File: config.mk
export PLATFORM = sky130hd
export DESIGN_NAME = ivs_top
export DESIGN_NICKNAME = d
export VERILOG_FILES = /design/src/logic/ivs_pkg.sv /design/src/logic/ivs_top.sv /design/src/logic/ivs_edge_latch.sv /design/src/logic/ivs_prio_enc.sv
export SDC_FILE = /design/constraint.sdc
export NUM_CORES = 1
export LEC_CHECK = 0
export BUFFER_PORTS_ARGS = -buffer_cell sky130_fd_sc_hd__buf_2
export CAP_MARGIN = 30
export CELL_PAD_IN_SITES_DETAIL_PLACEMENT = 2
export CELL_PAD_IN_SITES_GLOBAL_PLACEMENT = 2
export CORE_UTILIZATION = 25
export DETAILED_ROUTE_END_ITERATION = 16
export PLACE_DENSITY = 0.68
export SLEW_MARGIN = 20
export SYNTH_ARGS = -nofsm -noshare
export SYNTH_HDL_FRONTEND = slang
export SYNTH_HIERARCHICAL = 1
export SYNTH_SLANG_ARGS = --single-unit
File: constraint.sdc
create_clock -name clk -period 2.25 [get_ports clk]
set_input_delay 0.45 -clock clk [delete_from_list [all_inputs] [get_ports clk]]
set_output_delay 0.45 -clock clk [all_outputs]
set_load 0.01 [all_outputs]
File: src/logic/ivs_pkg.sv
// Package of constants and types for the interrupt vector select block
//
// Overview of operation
// - Level bit set: vector 1 low-level sensitive
// - Level bit clear: vector 1 falling edge
// - Polarity bit: vector 2 falling or rising
// - Global enable gates every maskable source; the irq output is not gated by it
// - Non-maskable serviced, wakes only when enabled
// - Option register write-only, cleared on reset
// - Port A vector, wakes from stop
// - Ports B and C vector, wakes stop
// - Timer underflow vector, wakes from stop
// - End of conversion vector, no stop wake
// - Fixed priority, non-maskable highest, then vector 1
// - Peripheral flag needs both enables, persists
// - Reset enters run mode, main clock
// - Wait and stop entered by instructions
// - Register bit selects auxiliary oscillator
package ivs_pkg;
   // ***********************************************
   // Register map
   // ***********************************************
   localparam logic [7:0] IVS_OPTION_ADDR = 8'hc8;
   localparam logic [7:0] IVS_CLOCK_ADDR = 8'hc9;
   localparam logic [7:0] IVS_IRQ_STATUS_ADDR = 8'hca;
   localparam logic [7:0] IVS_IRQ_ENABLE_ADDR = 8'hcb;
   localparam logic [7:0] IVS_IRQ_CLEAR_ADDR = 8'hcc;
   localparam logic [7:0] IVS_MODE_ADDR = 8'hcd;
   localparam logic [7:0] IVS_OPTION_RESET = 8'h00;
   localparam int IVS_LEVEL_BIT = 6;
   localparam int IVS_POLARITY_BIT = 5;
   localparam int IVS_GEN_BIT = 4;
   localparam int IVS_AUX_BIT = 0;
   // ***********************************************
   // Vector addresses
   // ***********************************************
   localparam logic [11:0] IVS_VEC_RESET = 12'hffe;
   localparam logic [11:0] IVS_VEC_NMI = 12'hffc;
   localparam logic [11:0] IVS_VEC_PORT_A = 12'hff6;
   localparam logic [11:0] IVS_VEC_PORT_BC = 12'hff4;
   localparam logic [11:0] IVS_VEC_TIMER = 12'hff2;
   localparam logic [11:0] IVS_VEC_ADC = 12'hff0;
   // Source index: 0 nmi, 1 port A, 2 port BC, 3 timer, 4 adc
   localparam int IVS_NSRC = 5;
   localparam int IVS_SRC_NMI = 0;
   localparam int IVS_SRC_ADC = 4;
   localparam logic [4:0] IVS_STOP_WAKE = 5'h0f;
   typedef enum logic [1:0] {IVS_RUN, IVS_WAIT, IVS_STOP} ivs_mode_e;
endpackage : ivs_pkg

File: src/logic/ivs_top.sv
// Interrupt option register, vector selection and power mode control
//
// The register addresses and the address-and-strobe port were left to the implementer.
`timescale 1ns/1ns
module ivs_top
   import ivs_pkg::*;
(
   input wire logic clk,
   input wire logic rst_b,
   input wire logic [7:0] addr,
   input wire logic [7:0] wdata,
   input wire logic wr,
   input wire logic rd,
   output logic [7:0] rdata,
   input wire logic nmi_line,
   input wire logic port_a_line,
   input wire logic port_bc_line,
   input wire logic timer_zero_flag,
   input wire logic timer_irq_en,
   input wire logic converter_flag,
   input wire logic converter_irq_en,
   input wire logic core_ack,
   input wire logic exec_wait,
   input wire logic exec_stop,
   output logic irq_req,
   output logic [11:0] irq_vector,
   output logic [1:0] power_mode,
   output logic low_freq_aux_oscillator,
   output logic core_wake,
   output logic irq
);
   // ***********************************************
   // Registers
   // ***********************************************
   logic [7:0] interrupt_option_reg;
   logic aux_sel;
   logic [IVS_NSRC-1:0] irq_status;
   logic [IVS_NSRC-1:0] irq_enable;
   logic nmi_q;
   logic nmi_latch;
   ivs_mode_e mode;
   ivs_mode_e next_mode;
   logic [IVS_NSRC-1:0] grant;
   logic [11:0] vec;
   logic any;
   logic req_a;
   logic req_bc;
   // ***********************************************
   // Decode
   // ***********************************************
   wire wr_opt = wr & (addr == IVS_OPTION_ADDR);
   wire wr_clk = wr & (addr == IVS_CLOCK_ADDR);
   wire wr_en = wr & (addr == IVS_IRQ_ENABLE_ADDR);
   wire wr_clr = wr & (addr == IVS_IRQ_CLEAR_ADDR);
   wire gen = interrupt_option_reg[IVS_GEN_BIT];
   wire level_sel = interrupt_option_reg[IVS_LEVEL_BIT];
   wire pol_sel = interrupt_option_reg[IVS_POLARITY_BIT];
   wire ack_a = core_ack & grant[1];
   wire ack_bc = core_ack & grant[2];
   // Vector 1 and 2 request latches
   ivs_edge_latch u_vec1 (
      .clk(clk),
      .rst_b(rst_b),
      .line(port_a_line),
      .level_mode(level_sel),
      .rising(1'b0),
      .ack(ack_a),
      .req(req_a)
   );
   ivs_edge_latch u_vec2 (
      .clk(clk),
      .rst_b(rst_b),
      .line(port_bc_line),
      .level_mode(1'b0),
      .rising(pol_sel),
      .ack(ack_bc),
      .req(req_bc)
   );
   // Maskable sources gated by the global enable; peripherals by own enable
   wire tmr_req = timer_zero_flag & timer_irq_en;
   wire adc_req = converter_flag & converter_irq_en;
   wire [IVS_NSRC-1:0] raw = {adc_req, tmr_req, req_bc, req_a, nmi_latch};
   wire [IVS_NSRC-1:0] gated = raw & {{(IVS_NSRC-1){gen}}, 1'b1};
   ivs_prio_enc u_prio (
      .pend(gated),
      .any(any),
      .vector(vec),
      .grant(grant)
   );
   // Wake: wait by any request once enabled; stop only by allowed sources
   wire wake_wait = gen & |gated;
   wire wake_stop = gen & |(gated & IVS_STOP_WAKE);
   wire nmi_fall = nmi_q & ~nmi_line;
   // Power mode sequencing
   always_comb begin
      next_mode = mode;
      case (mode)
         IVS_RUN: begin
            if (exec_stop && !any) begin
               next_mode = IVS_STOP;
            end else if (exec_wait && !any) begin
               next_mode = IVS_WAIT;
            end
         end
         IVS_WAIT: if (wake_wait) next_mode = IVS_RUN;
         IVS_STOP: if (wake_stop) next_mode = IVS_RUN;
         default: next_mode = IVS_RUN;
      endcase
   end
   // Option register, aux oscillator select and mode state
   always_ff @(posedge clk) begin
      if (!rst_b) begin
         interrupt_option_reg <= IVS_OPTION_RESET;
         aux_sel <= 1'b0;
         mode <= IVS_RUN;
      end else begin
         if (wr_opt) interrupt_option_reg <= wdata;
         if (wr_clk) aux_sel <= wdata[IVS_AUX_BIT];
         mode <= next_mode;
      end
   end
   // Non-maskable falling edge latch, cleared on its own service
   always_ff @(posedge clk) begin
      if (!rst_b) begin
         nmi_q <= 1'b1;
         nmi_latch <= 1'b0;
      end else begin
         nmi_q <= nmi_line;
         nmi_latch <= nmi_fall | (nmi_latch & ~(core_ack & grant[IVS_SRC_NMI]));
      end
   end
   // Sticky event status; set wins over clear
   always_ff @(posedge clk) begin
      if (!rst_b) begin
         irq_status <= '0;
         irq_enable <= '0;
      end else begin
         irq_status <= raw | (irq_status & ~(wr_clr ? wdata[IVS_NSRC-1:0] : '0));
         if (wr_en) irq_enable <= wdata[IVS_NSRC-1:0];
      end
   end
   // Read mux; the option register is write-only and reads zero
   wire [7:0] rd_mux = (addr == IVS_IRQ_STATUS_ADDR) ? 8'(irq_status) :
                       (addr == IVS_IRQ_ENABLE_ADDR) ? 8'(irq_enable) :
                       (addr == IVS_CLOCK_ADDR) ? 8'(aux_sel) :
                       (addr == IVS_MODE_ADDR) ? 8'(mode) : 8'h00;
   // Registered outputs
   always_ff @(posedge clk) begin
      if (!rst_b) begin
         rdata <= 8'h00;
         irq_req <= 1'b0;
         irq_vector <= IVS_VEC_RESET;
         power_mode <= 2'(IVS_RUN);
         low_freq_aux_oscillator <= 1'b0;
         core_wake <= 1'b0;
         irq <= 1'b0;
      end else begin
         rdata <= rd ? rd_mux : 8'h00;
         irq_req <= any & ~core_ack;
         irq_vector <= vec;
         power_mode <= 2'(next_mode);
         low_freq_aux_oscillator <= aux_sel & (next_mode != IVS_STOP);
         core_wake <= (mode != IVS_RUN) && (next_mode == IVS_RUN);
         irq <= |(irq_status & irq_enable);
      end
   end
   // ***********************************************
   // Checks
   // ***********************************************
   opt_reset_a: assert property (@(posedge clk) !rst_b |=> interrupt_option_reg == 8'h00)
      else $error("option register not cleared");
   opt_write_a: assert property (@(posedge clk) disable iff (!rst_b)
      wr_opt |=> interrupt_option_reg == $past(wdata))
      else $error("option write lost");
   gen_mask_a: assert property (@(posedge clk) disable iff (!rst_b)
      !gen |-> gated[IVS_SRC_ADC:1] == '0)
      else $error("maskable source passed with enable off");
   nmi_pass_a: assert property (@(posedge clk) disable iff (!rst_b)
      nmi_latch |-> any && gated[IVS_SRC_NMI])
      else $error("nmi not requested");
   stop_hold_a: assert property (@(posedge clk) disable iff (!rst_b)
      (mode == IVS_STOP && !gen) |=> mode == IVS_STOP)
      else $error("stop left with enable off");
   adc_nowake_a: assert property (@(posedge clk) disable iff (!rst_b)
      (mode == IVS_STOP && gated == 5'h10) |=> mode == IVS_STOP)
      else $error("conversion woke from stop");
   timer_wake_a: assert property (@(posedge clk) disable iff (!rst_b)
      (mode == IVS_STOP && gated[3]) |=> mode == IVS_RUN)
      else $error("timer did not wake stop");
   prio_vec_a: assert property (@(posedge clk) disable iff (!rst_b)
      (gated[1] && !gated[0]) |=> irq_vector == IVS_VEC_PORT_A)
      else $error("vector 1 not preferred");
   level_req_a: assert property (@(posedge clk) disable iff (!rst_b)
      level_sel |-> req_a == !port_a_line)
      else $error("level mode request wrong");
   run_reset_a: assert property (@(posedge clk) !rst_b |=> mode == IVS_RUN)
      else $error("reset did not enter run");
   // Outputs leave reset in run mode with the reset vector offered
   pwr_reset_a: assert property (@(posedge clk)
      !rst_b |=> power_mode == 2'(IVS_RUN) && irq_vector == IVS_VEC_RESET)
      else $error("outputs not at reset values");
   // Edge detection on both external vectors; skip the cycle after reset
   vec1_fall_a: assert property (@(posedge clk) disable iff (!rst_b)
      (!level_sel && $past(rst_b) && $fell(port_a_line)) |=> req_a)
      else $error("vector 1 falling edge missed");
   vec2_rise_a: assert property (@(posedge clk) disable iff (!rst_b)
      (pol_sel && $past(rst_b) && $rose(port_bc_line)) |=> req_bc)
      else $error("vector 2 rising edge missed");
   vec2_fall_a: assert property (@(posedge clk) disable iff (!rst_b)
      (!pol_sel && $past(rst_b) && $fell(port_bc_line)) |=> req_bc)
      else $error("vector 2 falling edge missed");
   // The non-maskable latch catches every falling edge, enable or not
   nmi_catch_a: assert property (@(posedge clk) disable iff (!rst_b)
      nmi_fall |=> nmi_latch)
      else $error("nmi edge not latched");
   // Peripheral flags need their own enable
   periph_gate_a: assert property (@(posedge clk) disable iff (!rst_b)
      (!timer_irq_en && !converter_irq_en) |-> gated[IVS_SRC_ADC:3] == '0)
      else $error("peripheral passed with its enable off");
   // Wake paths out of wait and stop
   wait_wake_a: assert property (@(posedge clk) disable iff (!rst_b)
      (mode == IVS_WAIT && gen && |gated) |=> mode == IVS_RUN)
      else $error("enabled request did not end wait");
   port_wake_a: assert property (@(posedge clk) disable iff (!rst_b)
      (mode == IVS_STOP && (gated[1] || gated[2])) |=> mode == IVS_RUN)
      else $error("port request did not end stop");
   nmi_wake_a: assert property (@(posedge clk) disable iff (!rst_b)
      (mode == IVS_STOP && gen && gated[IVS_SRC_NMI]) |=> mode == IVS_RUN)
      else $error("nmi did not end stop");
   // Stop entry, and no entry while a request waits
   stop_entry_a: assert property (@(posedge clk) disable iff (!rst_b)
      (mode == IVS_RUN && exec_stop && !any) |=> mode == IVS_STOP)
      else $error("stop instruction not obeyed");
   busy_entry_a: assert property (@(posedge clk) disable iff (!rst_b)
      (mode == IVS_RUN && any) |=> mode == IVS_RUN)
      else $error("low power entered with request pending");
   // Auxiliary oscillator select reaches its output outside stop
   aux_out_a: assert property (@(posedge clk) disable iff (!rst_b)
      (aux_sel && next_mode != IVS_STOP) |=> low_freq_aux_oscillator)
      else $error("aux oscillator not selected");
   // The write-only option register never shows on the read port
   opt_read_a: assert property (@(posedge clk) disable iff (!rst_b)
      (rd && addr == IVS_OPTION_ADDR) |=> rdata == 8'h00)
      else $error("option register readable");
endmodule : ivs_top

File: src/logic/ivs_edge_latch.sv
// Edge or level request latch for one external vector
`timescale 1ns/1ns
module ivs_edge_latch
   import ivs_pkg::*;
(
   input wire logic clk,
   input wire logic rst_b,
   input wire logic line,
   input wire logic level_mode,
   input wire logic rising,
   input wire logic ack,
   output logic req
);
   logic line_q;
   logic latched;
   wire fall_edge = line_q & ~line;
   wire rise_edge = ~line_q & line;
   wire edge_hit = rising ? rise_edge : fall_edge;
   // Level mode is not stored; request while the line is low
   assign req = level_mode ? ~line : latched;
   // Latch edge; a new edge beats the service clear
   always_ff @(posedge clk) begin
      if (!rst_b) begin
         line_q <= 1'b1;
         latched <= 1'b0;
      end else begin
         line_q <= line;
         latched <= edge_hit | (latched & ~ack);
      end
   end
endmodule : ivs_edge_latch

File: src/logic/ivs_prio_enc.sv
// Fixed priority encoder from pending sources to a vector
`timescale 1ns/1ns
module ivs_prio_enc
   import ivs_pkg::*;
(
   input wire logic [IVS_NSRC-1:0] pend,
   output logic any,
   output logic [11:0] vector,
   output logic [IVS_NSRC-1:0] grant
);
   function automatic logic [11:0] vec_of(input int idx);
      case (idx)
         0: vec_of = IVS_VEC_NMI;
         1: vec_of = IVS_VEC_PORT_A;
         2: vec_of = IVS_VEC_PORT_BC;
         3: vec_of = IVS_VEC_TIMER;
         default: vec_of = IVS_VEC_ADC;
      endcase
   endfunction : vec_of
   // Lowest index wins: nmi, then vector 1 down to vector 4
   always_comb begin
      any = 1'b0;
      vector = IVS_VEC_RESET;
      grant = '0;
      for (int i = IVS_NSRC - 1; i >= 0; i--) begin
         if (pend[i]) begin
            any = 1'b1;
            vector = vec_of(i);
            grant = IVS_NSRC'(1) << i;
         end
      end
   end
endmodule : ivs_prio_enc

### Word-level counts from Yosys, hierarchy flattened

Cells that the tools add are included.

| cells by class | value |
|---|---|
| divide/modulo/power cells | 0 |
| reductions and logical operators | 15 |
| muxes and demuxes | 26 |
| add/subtract/negate cells | 0 |
| $lt $le $gt $ge | 0 |
| $mul | 0 |
| bitwise logic cells | 38 |
| equal/unequal tests | 9 |
| shift operators | 0 |

Operator list:

| kind | count |
|---|---|
| == test 8 bit, second input constant | 6 |
| bitwise AND 1 bit | 20 |
| OR reduction 5 bit | 4 |
| 2-to-1 mux 4 bit | 4 |
| bitwise AND 5 bit | 3 |
| 2-to-1 mux 5 bit | 3 |
| 2-to-1 mux 2 bit | 7 |
| 2-to-1 mux 3 bit | 4 |
| NOT 1 bit | 10 |
| OR reduction 4 bit | 2 |
| 2-to-1 mux 1 bit | 7 |
| one-hot mux 2 bit (3 select lines) | 1 |
| NOT 5 bit | 1 |
| bitwise OR 5 bit | 1 |
| logical NOT 2 bit | 2 |
| logical AND 1 bit | 3 |
| bitwise OR 1 bit | 3 |
| == test 2 x 1 -> 1 bit, second input constant | 1 |
| == test 2 bit, second input constant | 1 |
| inequality test 2 bit, second input constant | 1 |
| AND reduction 2 bit | 1 |
| nonzero test 2 bit | 1 |
| OR reduction 2 bit | 1 |
| logical NOT 1 bit | 1 |

| storage, ports and cells | value |
|---|---|
| logic and storage cells | 109 |
| register bits after elaboration | 50 |
| bits in latches | 0 |
| memory bits (writable) | 0 |
| ROM bits | 0 |
| memories kept | 0 |
| bits of input ports | 30 |
| output and inout bits | 26 |

### Longest topological paths before layout

Gate-level depths: netlist of the first run.

| depth | value |
|---|---|
| depth after elaboration | 15 |
| mapped depth | 9 |
| depth with buffers taken out | 9 |

### By module

The synthesis of the first run kept the hierarchy.

By module, submodules not included:

| module | area each (um^2) | sequential area each (um^2) | times used | cells each |
|---|---|---|---|---|
| ivs_top | 1554.0 | 780.7 | 1 | 158 |
| ivs_edge_latch | 91.3 | 40.0 | 2 | 9 |
| ivs_prio_enc | 162.7 | 0.0 | 1 | 25 |

### Worst setup path after synthesis of the first run

OpenSTA, ideal clock, no wires.

| path | value |
|---|---|
| kind | input -> register |
| start | input port port_a_line |
| end | register power_mode[1] |
| arrival time | 1.647 ns |
| setup time | 0.060 ns |
| data required time | 2.190 ns |
| buffers on the path | 0 |
| slack | 0.543 ns |
| stages | 8 |
| cell sequence | mux2i_1 and2_1 nor3_2 nand2_1 inv_1 a21oi_1 a311oi_1 and2_1 |

| between the ends | value |
|---|---|
| longest elaborated chain between the ends | 10 |
| elaborated cells on any way between the ends | 17 |
| classes of those cells | mux (8); bitwise (4); reduce/logical (5) |

RTL lines:

| what | RTL line | text |
|---|---|---|
| start: declaration | ivs_top.sv:16 | `input wire logic port_a_line,` |
| NOT 1 bit (*) | ivs_edge_latch.sv:20 | `assign req = level_mode ? ~line : latched;` |
| 2-to-1 mux 1 bit (*) | ivs_edge_latch.sv:20 |  |
| bitwise AND 5 bit (*) | ivs_top.sv:83 | `wire [IVS_NSRC-1:0] gated = raw & {{(IVS_NSRC-1){gen}}, 1'b1};` |
| net gated[1] | ivs_top.sv:83 |  |
| 2-to-1 mux 1 bit (*) (2 in series) | ivs_prio_enc.sv:26 | `if (pend[i]) begin` |
| net any | ivs_top.sv:45 | `logic any;` |
| logical NOT 1 bit (*) | ivs_top.sv:99, ivs_top.sv:101 |  |
| logical AND 1 bit | ivs_top.sv:101 | `end else if (exec_wait && !any) begin` |
| 2-to-1 mux 2 bit | ivs_top.sv:101 |  |
| 2-to-1 mux 2 bit (*) | ivs_top.sv:99 | `if (exec_stop && !any) begin` |
| one-hot mux 2 bit (3 select lines) (*) | ivs_top.sv:97 | `case (mode)` |
| end signal: assignment | ivs_top.sv:153 | `power_mode <= 2'(IVS_RUN);` |
| end signal: assignment | ivs_top.sv:161 | `power_mode <= 2'(next_mode);` |
| end: declaration | ivs_top.sv:27 | `output logic [1:0] power_mode,` |

Mark *: on every way through the listed nets, which the timed path passes. The rest lies on a longest branch.
A chain may end at the register's enable or synchronous reset.

### Final worst setup path of the first run

| path | value |
|---|---|
| start | register interrupt_option_reg[6] |
| end | register power_mode[1] |

| between the ends | value |
|---|---|
| longest elaborated chain between the ends | 9 |
| elaborated cells on any way between the ends | 16 |
| classes of those cells | mux (8); bitwise (3); reduce/logical (5) |

RTL lines:

| what | RTL line | text |
|---|---|---|
| start: declaration | ivs_top.sv:35 | `logic [7:0] interrupt_option_reg;` |
| start signal: assignment | ivs_top.sv:117 | `if (wr_opt) interrupt_option_reg <= wdata;` |
| 2-to-1 mux 1 bit (*) | ivs_edge_latch.sv:20 |  |
| net req_a | ivs_top.sv:46 | `logic req_a;` |
| bitwise AND 5 bit (*) | ivs_top.sv:83 |  |
| net gated[1] | ivs_top.sv:83 |  |
| 2-to-1 mux 1 bit (*) (2 in series) | ivs_prio_enc.sv:26 |  |
| net any | ivs_top.sv:45 |  |
| logical NOT 1 bit (*) | ivs_top.sv:99, ivs_top.sv:101 |  |
| logical AND 1 bit | ivs_top.sv:101 |  |
| 2-to-1 mux 2 bit | ivs_top.sv:101 |  |
| 2-to-1 mux 2 bit (*) | ivs_top.sv:99 |  |
| one-hot mux 2 bit (3 select lines) (*) | ivs_top.sv:97 |  |

Marked as above.

==> results.py, run 1 <==
metrics = {
    "clock_network": {
        "ctsLongestPathBuffers": 2,
        "cts_tree": "built",
        "clk_latency_ns": 0.30,
        "numClockSinks": 43,
        "clkTransAtPathRegs_ns": 0.09,
        "cts_made_buffers": 5,
        "root_buffer": "clkbuf_8",
        "h-tree-depth": 2,
        "cts_setup_buffers": 0,
        "hold_buffers": 0,
        "cts_resized": 0,
    },
    "finish": {
        "antenna_cells": 0,
        "layout_commonest_cell": "buf_2",
        "area_growth_pct": 20.8,
        "final_util": 0.313,
        "layout-drive-gt1-share": 0.252,
        "layout_common_cells": "buf_2, dfxtp_1, nand2b_1",
        "largest_reg_flops": 12,
        "fillers": 888,
        "nets": 283,
        "top_register": "irq_vector",
    },
    "worst_setup_path": {
        "reg2reg_slack_ns": 0.34,
        "critical_path_class": "reg2reg",
        "endpoint_kind": "register",
        "worst_r2r_endpoint": "power_mode[1]",
        "rr_worst_depth": 8,
        "critPathCapture": "power_mode[1]",
        "critPathMaxFanout": 4,
        "cp-startpoint": "interrupt_option_reg[6]",
        "worstPathRequired_ns": 2.50,
        "timing.rr.start": "interrupt_option_reg[6]",
        "startpoint_type": "register",
        "arrival_ns": 2.16,
    },
    "place": {
        "post-dp-hpwl_um": 3550,
        "port_buffers": 51,
        "pre_cts_ws_ns": 0.136,
        "gp_congestion": 0.733,
    },
    "routing": {
        "drt_iter0_markers": 44,
        "drt_drc_violations_left": 0,
        "wl_per_cell_um": 13.2,
        "num_vias": 1557,
        "ant_nets": 0,
        "first_pass_iters": 4,
        "wirelength_um": 4650,
        "vias_per_cell": 4.41,
    },
    "grt": {
        "grt_pass1_vias": 1636,
        "grt_max_degree": 44,
        "grt_use_total": 0.129,
        "overflow": 0,
        "grt_pass1_wl_um": 7590,
        "antenna_found_initial": 0,
    },
    "timing": {
        "skew_ns": 0.0132,
        "drv_slew": 0,
        "fin_crit_sh": 0.848,
        "worst_slew_pin_slew_ns": 0.529,
        "rsz0062_at_grt": "false",
        "max_freq_mhz": 524,
        "slew_headroom": 0.645,
        "setup_viol": 0,
        "setup_slack_ns": 0.343,
        "min_period_ns": 1.91,
        "finalHoldViolCount": 0,
        "fin_setup_tns_ns": 0,
    },
    "synth": {
        "yosys_warnings": 6,
        "syn_area_um2": 1890,
        "post_synth.cell_area_avg_um2": 9.48,
        "syn_inst": 199,
    },
    "die": {
        "io_pins": 56,
        "initial_core_util": 0.259,
        "coreArea_um2": 7290,
        "die_area_um2": 7900,
        "die_width_um": 88.9,
        "dieHeight_um": 88.9,
        "row_count": 31,
    },
    "worst_hold_path": {
        "worstHoldPathType": "in2reg",
    },
    "pwr": {
        "p_int_uw": 1080,
        "pwr-share-comb": 0.107,
        "ir_worst_vdd_uv": 236,
        "power.switching_uw": 377,
        "seqPwrFrac": 0.556,
        "p_leak_uw": 0.000967,
        "swShare": 0.260,
        "power.density_nw_per_um2": 637,
        "clock_power_share": 0.337,
    },
    "status": {
        "status": "finished clean",
    },
    "job": {
        "drv_cap": 0,
    },
}
-- stage by stage --
stage	power (uW)	cells	hold WS, ns	instance area (um^2)
global route	1540	353	0.347	2280
CTS	1500	353	0.342	2280
floorplan	929	211	0.427	1930
finish	1450	353	0.353	2280
global placement	979	345	0.453	2190
detailed placement	984	345	0.447	2190
-- layer usage --
metal | GRT usage | part of all wire | routed length [um] | vias up
met3 | 0.0401 | 0.066 | 306 | 8
met2 | 0.225 | 0.47 | 2200 | 41
met5 | 0 | 0 | 0 | -
met4 | 0.0440 | 0.013 | 62 | 0
met1 | 0.148 | 0.45 | 2080 | 755
li1 | - | - | - | 753
-- worst min path at each step --
stage | from | to | cells past startpoint
6_report | nmi_line | nmi_q | 2
5_1_grt | core_ack | irq_req | 2
4_1_cts | nmi_line | nmi_q | 2
3_5_place_dp | aux_sel | low_freq_aux_oscillator | 2
3_3_place_gp | aux_sel | low_freq_aux_oscillator | 2
2_1_floorplan | aux_sel | low_freq_aux_oscillator | 2
-- worst max-delay path, cell delays in order (launching register included) --
cell      delay [ns]
dfxtp_1         0.33
mux2i_1         0.19
and2_1          0.24
nor3_2          0.23
nand2_1         0.11
inv_1           0.08
a21oi_1         0.07
a311oi_1        0.41
and2_1          0.19
-- power groups by stage --
stage,clock (uW),combinational (uW),sequential (uW)
floorplan,0,102,827
global placement,0,154,825
detailed placement,0,158,827
CTS,531,159,809
global route,549,177,813
finish,489,156,808
-- cell type report --
type	count	area, um^2	share of cell area
Inverter	9	33.8	0.0148
Timing Repair Buffer	53	270	0.119
Multi-Input combinational cell	141	906	0.397
Tap cell	99	124	0.0543
Clock inverter	2	12.5	0.00549
Sequential cell	43	861	0.378
Clock buffer	6	72.6	0.0318
No activity file was read; power rests on OpenSTA's default activity.
==> inputs of run 2 (changes only) <==
PLACE_DENSITY = 0.71   (was 0.68)
clock period = 1.6 ns   (was 2.25 ns; I/O delays follow)
==> run 2 against run 1 <==
Effect of this change:
- via count is 2.5% higher
- worst hold slack got worse by 0.13 ns
- non-clock buffer count grew 14
- cell count is 4.0% higher
- maximum frequency rose by 20%
- first-iteration DRC count shrank 18%
- power up 44%
- combinational power is 62% higher
- final area is 6.3% higher
- critical path type unchanged
- largest cell class unchanged
- highest routed layer unchanged
==> results.py, run 2 (synthesis results as in run 1) <==
metrics = {
    "worst_setup_path": {
        "endpoint_kind": "register",
        "critPathMaxFanout": 4,
        "startpoint_type": "register",
        "critical_path_class": "reg2reg",
        "worstPathRequired_ns": 1.85,
        "arrival_ns": 1.84,
    },
    "timing": {
        "skew_ns": 0.00307,
        "max_freq_mhz": 629,
        "finalHoldViolCount": 0,
        "min_period_ns": 1.59,
        "fin_crit_sh": 0.993,
        "slew_headroom": 0.666,
        "drv_slew": 0,
        "worst_slew_pin_slew_ns": 0.496,
        "rsz0062_at_grt": "true",
        "setup_viol": 0,
        "fin_setup_tns_ns": 0,
        "setup_slack_ns": 0.0113,
    },
    "routing": {
        "drt_drc_violations_left": 0,
        "ant_nets": 0,
        "first_pass_iters": 4,
        "wl_per_cell_um": 13.2,
        "num_vias": 1596,
        "vias_per_cell": 4.35,
        "drt_iter0_markers": 36,
        "wirelength_um": 4850,
    },
    "clock_network": {
        "numClockSinks": 43,
        "clkTransAtPathRegs_ns": 0.08,
        "cts_tree": "built",
        "h-tree-depth": 2,
        "clk_latency_ns": 0.30,
        "ctsLongestPathBuffers": 2,
        "root_buffer": "clkbuf_8",
        "cts_made_buffers": 5,
    },
    "die": {
        "io_pins": 56,
        "dieHeight_um": 88.9,
        "die_area_um2": 7900,
        "die_width_um": 88.9,
        "coreArea_um2": 7290,
        "initial_core_util": 0.259,
        "row_count": 31,
    },
    "finish": {
        "layout_common_cells": "buf_2, dfxtp_1, nand2b_1",
        "nets": 297,
        "top_register": "irq_vector",
        "layout-drive-gt1-share": 0.336,
        "final_util": 0.332,
        "largest_reg_flops": 12,
        "fin_cells": 367,
        "layout_commonest_cell": "buf_2",
        "fillers": 876,
        "antenna_cells": 0,
        "area_growth_pct": 28.4,
    },
    "grt": {
        "overflow": 0,
        "grt_max_degree": 32,
        "grt_pass1_wl_um": 7690,
        "antenna_found_initial": 0,
        "grt_use_total": 0.131,
        "grt_pass1_vias": 1687,
    },
    "pwr": {
        "ir_worst_vdd_uv": 349,
        "power.density_nw_per_um2": 861,
        "clock_power_share": 0.333,
        "p_int_uw": 1530,
        "swShare": 0.264,
        "p_total_uw": 2090,
        "power.switching_uw": 552,
        "pwr-share-comb": 0.121,
        "seqPwrFrac": 0.546,
        "p_leak_uw": 0.00105,
    },
    "place": {
        "gp_congestion": 0.717,
        "pre_cts_ws_ns": -0.251,
        "port_buffers": 51,
        "dp.cells": 356,
        "post-dp-hpwl_um": 3710,
    },
    "job": {
        "drv_cap": 0,
    },
    "status": {
        "status": "finished clean",
    },
    "worst_hold_path": {
        "worstHoldPathType": "in2reg",
    },
}
[run 2: critical path: stages, from the launching register on]
cell and delay (ns):
dfxtp_2 0.34, mux2i_2 0.16, and2_4 0.19, nor3_4 0.14, nand2_2 0.09, inv_2 0.07, a21oi_2 0.05, a311oi_2 0.32
and2_1 0.17
[run 2: what timing repair did]
item	in CTS	in global routing
pin swaps	1	6
gates cloned	0	0
endpoints found under the setup margin	4	7
hold buffers	0	0
gates resized for setup	3	10
setup buffers	0	3
[run 2: stage by stage]
step	hold slack (ns)	area (um^2)
6_report	0.223	2420
5_1_grt	0.226	2420
4_1_cts	0.220	2380
3_5_place_dp	0.472	2280
3_3_place_gp	0.463	2280
2_1_floorplan	0.393	1930
[run 2: cell type report]
cell class                      instances  area (um^2)  area share
Multi-Input combinational cell        141          937       0.387
Sequential cell                        43          863       0.356
Clock buffer                            5         68.8      0.0284
Timing Repair Buffer                   67          375       0.155
Tap cell                               99          124      0.0511
Clock inverter                          3         20.0     0.00826
Inverter                                9         33.8      0.0139
[run 2: layer usage]
layer | routed length [um] | GRT usage
met2 | 2580 | 0.248
met1 | 2020 | 0.141
met3 | 207 | 0.0410
met5 | 0 | 0
met4 | 38 | 0.0264
[run 2: path summary, 6_finish.rpt]
kind	start	slack (ns)	depth (start not counted)	end
setup / recovery	interrupt_option_reg[6]	0.01	8	power_mode[1]
hold / removal	nmi_line	0.22	2	nmi_q
setup reg to reg	interrupt_option_reg[6]	0.01	8	power_mode[1]
hold reg to reg	aux_sel	0.48	2	low_freq_aux_oscillator
[run 2: power by group through the flow]
stage | clock network (uW) | logic, uW | registers (uW)
6_report | 695 | 252 | 1140
5_1_grt | 777 | 284 | 1140
3_5_place_dp | 0 | 242 | 1160
4_1_cts | 735 | 247 | 1140
3_3_place_gp | 0 | 235 | 1160
2_1_floorplan | 0 | 143 | 1160
